<file path="src/hw/uiq_pkg.sv">
// Package with offsets, fields, codes and reset values for the interrupt id / queue control block
package uiq_pkg;
  // Register byte offsets
  localparam logic [11:0] UIQ_OFS_ID_CTRL = 12'h000; // Read: pending_irq_code, write: commands
  localparam logic [11:0] UIQ_OFS_STAT = 12'h004; // Sticky event status, write one to clear
  localparam logic [11:0] UIQ_OFS_MASK = 12'h008; // Interrupt mask, one enables
  localparam logic [11:0] UIQ_OFS_CTRL_RB = 12'h00C; // Readback of queue_enable
  // Command field positions in the write of the id / control register
  localparam int UIQ_BIT_QUEUE_ON = 0;
  localparam int UIQ_BIT_RX_FLUSH = 1;
  localparam int UIQ_BIT_TX_FLUSH = 2;
  // Reset values
  localparam logic UIQ_RST_QUEUE_ON = 1'h1;
  localparam logic [2:0] UIQ_RST_MASK = 3'h0;
  // Status bit positions
  localparam int UIQ_ST_TX_FLUSH = 0;
  localparam int UIQ_ST_RX_FLUSH = 1;
  localparam int UIQ_ST_QUEUE_CHG = 2;
  localparam int UIQ_NUM_EV = 3;
  // Interrupt identification codes
  localparam logic [3:0] UIQ_ID_NONE = 4'h1;
  localparam logic [3:0] UIQ_ID_THR_EMPTY = 4'h2;
  localparam logic [3:0] UIQ_ID_RX_DATA = 4'h4;
  localparam logic [3:0] UIQ_ID_LINE_STAT = 4'h6;
  localparam logic [3:0] UIQ_ID_BUSY = 4'h7;
  localparam logic [3:0] UIQ_ID_CHAR_TMO = 4'hC;
endpackage : uiq_pkg

</file>
<file path="src/hw/uiq_ctrl.sv">
// Interrupt identification read-back and queue flush / enable command logic with APB slave
//
// Function
// - Read returns highest-priority pending interrupt code.
// - Bit 2 write flushes transmit queue control.
// - Bit 1 write flushes receive queue control.
// - Flush commands clear themselves automatically.
// - Bit 0 enables or disables both queues.
// - Changing enable bit flushes both queues.
`timescale 1ns/1ps
module uiq_ctrl (
  input wire logic clock, // 200 MHz register clock
  input wire logic rst, // Asynchronous reset, active high
  input wire logic psel, // APB select
  input wire logic penable, // APB access phase
  input wire logic pwrite, // APB direction, high is write
  input wire logic [11:0] paddr, // APB byte address
  input wire logic [31:0] pwdata, // APB write data
  output logic [31:0] prdata, // APB read data
  output logic pready, // APB ready, always one
  output logic pslverr, // APB error on unmapped address
  input wire logic line_stat_pend, // Receiver line status pending
  input wire logic rx_data_pend, // Received data available pending
  input wire logic char_tmo_pend, // Character timeout pending
  input wire logic thr_empty_pend, // Transmit holding slot empty pending
  input wire logic busy_pend, // Busy detect pending
  output logic tx_queue_flush, // One-cycle transmit queue control reset
  output logic rx_queue_flush, // One-cycle receive queue control reset
  output logic queue_enable, // Queues enabled level
  output logic irq // Level interrupt, unmasked status set
);
  import uiq_pkg::*;

  logic tx_flush_r, tx_flush_nxt;
  logic rx_flush_r, rx_flush_nxt;
  logic queue_on_r, queue_on_nxt;
  logic [UIQ_NUM_EV-1:0] stat_r, stat_nxt;
  logic [UIQ_NUM_EV-1:0] mask_r, mask_nxt;
  logic [31:0] rdata_r, rdata_nxt;
  logic [3:0] id_code;
  logic wr_acc, rd_acc, id_wr, mapped;

  // Address decode shared by read and write paths
  function automatic logic is_mapped(input logic [11:0] a);
    return (a == UIQ_OFS_ID_CTRL) || (a == UIQ_OFS_STAT) ||
           (a == UIQ_OFS_MASK) || (a == UIQ_OFS_CTRL_RB);
  endfunction : is_mapped

  // Zero-wait slave; error only flagged in the access phase
  assign mapped = is_mapped(paddr);
  assign wr_acc = psel && penable && pwrite;
  assign rd_acc = psel && penable && !pwrite;
  assign id_wr = wr_acc && (paddr == UIQ_OFS_ID_CTRL);
  assign pready = 1'b1;
  assign pslverr = psel && penable && !mapped;

  // Priority encoder; rx data and timeout share a level, timeout reported first
  always_comb begin
    if (line_stat_pend) id_code = UIQ_ID_LINE_STAT;
    else if (char_tmo_pend) id_code = UIQ_ID_CHAR_TMO;
    else if (rx_data_pend) id_code = UIQ_ID_RX_DATA;
    else if (thr_empty_pend) id_code = UIQ_ID_THR_EMPTY;
    else if (busy_pend) id_code = UIQ_ID_BUSY;
    else id_code = UIQ_ID_NONE;
  end

  // Command next state; flush pulses last exactly one cycle so no clear write is needed
  always_comb begin
    logic chg;
    chg = 1'b0;
    queue_on_nxt = queue_on_r;
    tx_flush_nxt = 1'b0;
    rx_flush_nxt = 1'b0;
    if (id_wr) begin
      queue_on_nxt = pwdata[UIQ_BIT_QUEUE_ON];
      chg = pwdata[UIQ_BIT_QUEUE_ON] != queue_on_r;
      tx_flush_nxt = pwdata[UIQ_BIT_TX_FLUSH] || chg;
      rx_flush_nxt = pwdata[UIQ_BIT_RX_FLUSH] || chg;
    end
    // Sticky events: a new set wins over a same-cycle write-one clear
    stat_nxt = stat_r;
    mask_nxt = mask_r;
    if (wr_acc && paddr == UIQ_OFS_STAT) stat_nxt = stat_r & ~pwdata[UIQ_NUM_EV-1:0];
    if (wr_acc && paddr == UIQ_OFS_MASK) mask_nxt = pwdata[UIQ_NUM_EV-1:0];
    stat_nxt[UIQ_ST_TX_FLUSH] = stat_nxt[UIQ_ST_TX_FLUSH] | tx_flush_nxt;
    stat_nxt[UIQ_ST_RX_FLUSH] = stat_nxt[UIQ_ST_RX_FLUSH] | rx_flush_nxt;
    stat_nxt[UIQ_ST_QUEUE_CHG] = stat_nxt[UIQ_ST_QUEUE_CHG] | chg;
  end

  // Read mux; data registered so it is valid in the access phase after setup
  always_comb begin
    rdata_nxt = 32'h0000_0000;
    if (psel && !penable && !pwrite) begin
      case (paddr)
        UIQ_OFS_ID_CTRL: rdata_nxt[3:0] = id_code;
        UIQ_OFS_STAT: rdata_nxt[UIQ_NUM_EV-1:0] = stat_r;
        UIQ_OFS_MASK: rdata_nxt[UIQ_NUM_EV-1:0] = mask_r;
        UIQ_OFS_CTRL_RB: rdata_nxt[0] = queue_on_r;
        default: rdata_nxt = 32'h0000_0000;
      endcase
    end else if (rd_acc) begin
      rdata_nxt = rdata_r;
    end
  end

  // State registers
  always_ff @(posedge clock or posedge rst) begin
    if (rst) begin
      tx_flush_r <= 1'b0;
      rx_flush_r <= 1'b0;
      queue_on_r <= UIQ_RST_QUEUE_ON;
      stat_r <= '0;
      mask_r <= UIQ_RST_MASK;
      rdata_r <= 32'h0000_0000;
    end else begin
      tx_flush_r <= tx_flush_nxt;
      rx_flush_r <= rx_flush_nxt;
      queue_on_r <= queue_on_nxt;
      stat_r <= stat_nxt;
      mask_r <= mask_nxt;
      rdata_r <= rdata_nxt;
    end
  end

  assign prdata = rdata_r;
  assign tx_queue_flush = tx_flush_r;
  assign rx_queue_flush = rx_flush_r;
  assign queue_enable = queue_on_r;
  assign irq = |(stat_r & mask_r);
endmodule : uiq_ctrl

</file>
<file path="config.mk">
export PLATFORM = sky130hd
export DESIGN_NAME = uiq_ctrl
export DESIGN_NICKNAME = d
export VERILOG_FILES = /design/src/hw/uiq_pkg.sv /design/src/hw/uiq_ctrl.sv
export SDC_FILE = /design/constraint.sdc
export NUM_CORES = 1
export LEC_CHECK = 0
export BUFFER_PORTS_ARGS = -buffer_cell sky130_fd_sc_hd__buf_2
export CAP_MARGIN = 20
export CORE_ASPECT_RATIO = 0.8
export CORE_UTILIZATION = 40
export CTS_CLUSTER_SIZE = 14
export DETAILED_ROUTE_END_ITERATION = 8
export PLACE_DENSITY = 0.85
export SYNTH_ARGS = -nofsm -noshare
export SYNTH_HDL_FRONTEND = slang
export SYNTH_SLANG_ARGS = --single-unit
</file>
<file path="constraint.sdc">
create_clock -name clock -period 1.79 [get_ports clock]
set_input_delay 0.179 -clock clock [delete_from_list [all_inputs] [get_ports clock]]
set_output_delay 0.179 -clock clock [all_outputs]
set_load 0.02 [all_outputs]
</file>
==> results.md <==
* Total Power at 612 uW
* Crit-path max FO at 4
* Area share of the largest cell type after synthesis at 0.294
* Clock skew at 7.25 ps
* Internal Pwr Total at 414 uW
* Peak VDD IR at 0.264 mV
* Die W at 58.5 um
* Clock Latency Late Sink at 280 ps
* Layout cells sized above 1 at 0.350
* Tmin final at 1480 ps
* Nets at 198
* Net switching power figure at 197 uW
* Sequential power share at 0.480
* DRC Markers at 0
* Core Footprint at 2290 um2
* Yosys Warn Count at 0
* Hold path start: pwdata[1]
* Initial core utilization at 0.446
* Vias in the first global route at 694
* Fraction of power consumed by the clock network at 0.298
* Multi-input logic area at 527 um2
* Synthesis-to-layout area growth at 9.91%
* Row Count at 15
* Comb power frac at 0.222
* Root Buffer: clkbuf_4
* Worst Setup End Kind: output pin
* Post-synth top flop: dfrtp_1
* Hold Path Sink: mask_r[1]
* Routed vias/inst at 4.60
* Hold slack final at 165 ps
* PwrDens at 544 nW/um2
* Final estimated routing congestion in global placement at 0.843
* Final Cycle Share at 0.826
* Initial antenna violation count at 0
* Drt pass-1 iters at 4
* ANT nets after route at 0
* Hold Crit Class: in -> reg
* Diodes inserted at 0
* Max-cap violations at 0
* R2r worst-path depth at 4
* Total negative setup slack at 0 ps
* Worst EP required at 1610 ps
* Status: finished, final reports clean
* Sw Share at 0.322
* Avg WL per Cell at 11.4 um
* Post-synthesis sequential area ratio at 0.319
* Largest net degree at the start of global routing at 15
* First-pass GRT wire length at 3100 um
* Reg2reg setup slack at 500 ps
* Cts bufs inserted at 3
* Average size of a mapped cell at 9.29 um2
* Max frequency at 676 MHz
* EDFF count, synth at 0
* Slew Viols, Final at 0
* Crit path launch type: flip-flop
* Synthesized flop and latch total at 13
* Fill count at 232
* Largest area contributor in the netlist: dfrtp_1
* Final Setup Violations at 0
* TritonCTS clock tree: yes
* Longest Clk Path Bufs at 2
* Lkg Pwr at 0.609 nW
* RSZ-0062 raised after global routing: false
* Crit path kind: reg -> out
* Post-Route WL at 2020 um
* H-tree Lvls at 1
* Hold path cells at 2
* I/O pins at 92
* Grt total ovfl at 0
* Hold Vio Cnt, Final at 0
* CTS clk-pin slew, worst paths at 80 ps
* Die Y at 47.2 um
* Total GRT Usage at 0.160
* 1st-iter DRT viols at 24
* Detailed Place HPWL at 1680 um
* Worst path arrival time at 1300 ps
* Area of the mapped netlist at 1020 um2
* CTS sink count at 13
* Top cells by area, synth: dfrtp_1 29%, buf_4 22%, mux2_4 4.4%, dfstp_2 2.6%, nor2_1 2.6%
* Design area at 1120 um2
* Unique cell type count in the Yosys netlist at 40
* Area after DPL at 1090 um2
* Async SR Flop Fraction at 1.00
* FF-to-FF End: stat_r[0]
* FF/Latch Area at 327 um2
* # port buffers at 33
* Die area at 2760 um2
* CTS resizes at 0
* Reg2reg start: queue_enable
* Mapped Cells at 110
* Vias post-DR at 814
[synth_stat cells, types with 2 or more instances]
cell	number
mux2_4	3
nand2_1	4
buf_4	30
o21ai_0	4
buf_6	2
a21oi_1	4
conb_1	2
nor4_2	2
a31oi_1	2
nor2_1	7
inv_1	5
nand2b_1	3
dfrtp_1	12
nand3_1	3
nor3_2	2
[power by group through the flow]
stage | clock (mW) | combinational [mW] | sequential, mW
4_1_cts | 0.188 | 0.135 | 0.294
5_1_grt | 0.207 | 0.149 | 0.294
3_3_place_gp | 0 | 0.130 | 0.300
3_5_place_dp | 0 | 0.133 | 0.300
2_1_floorplan | 0 | 0.142 | 0.300
6_report | 0.182 | 0.136 | 0.294
[timing repair]
action,in CTS,in global routing
setup endpoints to repair,0,0
endpoints found under the hold margin,12,0
setup buffers,0,0
hold buffers,1,0
[cell type report]
class                   count  area share
repair buffers             35       0.163
multi-input cells          86       0.469
well taps                  34      0.0379
flip-flops and latches     13       0.291
inverters                   5      0.0167
clock buffers               4      0.0234
[logic make-up after synthesis]
group	after synthesis	share of synthesized area
compound gates	19	0.124
xor+xnor	1	0.00857
buf+inv	38	0.264
flops	13	0.319
mux	4	0.0551
other cells	2	0.00735
simple gates	33	0.222
[worst max-delay path: stages (launching register included)]
cell	delay [ps]
dfrtp_1	420
a222oi_1	370
inv_1	70
buf_2	160
[flip-flops by register name, summed over array words and instances (netlist names)]
register	count
rx_queue_flush	1
tx_queue_flush	1
stat_r	3
mask_r	3
prdata	4
queue_enable	1
[layer usage]
layer | vias to the layer above | global-route usage | part of all wire
met2 | 48 | 0.271 | 0.49
li1 | 391 | - | -
met5 | - | 0 | 0
met1 | 373 | 0.188 | 0.40
met4 | 0 | 0.0571 | 0.0040
met3 | 2 | 0.0661 | 0.11
[through the flow]
stage / util / cells / setup WS [ps]
floorplan: - / 137 / 500
global placement: 0.475 / 172 / 320
detailed placement: 0.475 / 172 / 239
CTS: 0.491 / 177 / 311
global route: 0.491 / 177 / 176
finish: 0.491 / 177 / 311
[placed cells by master, fill, tap and decap left out, types with 2 or more instances in the layout]
cell	instances
buf_2	33
conb_1	29
dfrtp_1	12
nor2_1	7
inv_1	5
nand2_1	4
a21oi_1	4
o21ai_0	4
nand2b_1	3
mux2_4	3
nand3_1	3
clkbuf_4	3
nor4_2	2
a31oi_1	2
nor3_2	2
[worst max path at each step]
| stage | startpoint | to | slack [ps] | cells after the start |
|---|---|---|---|---|
| floorplan | paddr[9] | mask_r[0] | 500 | 5 |
| global placement | paddr[9] | mask_r[0] | 320 | 5 |
| detailed placement | paddr[9] | mask_r[2] | 240 | 5 |
| CTS | stat_r[2] | irq | 310 | 3 |
| global route | stat_r[2] | irq | 180 | 3 |
| finish | stat_r[2] | irq | 310 | 3 |
Note: power is estimated with default switching activity, not from simulation.
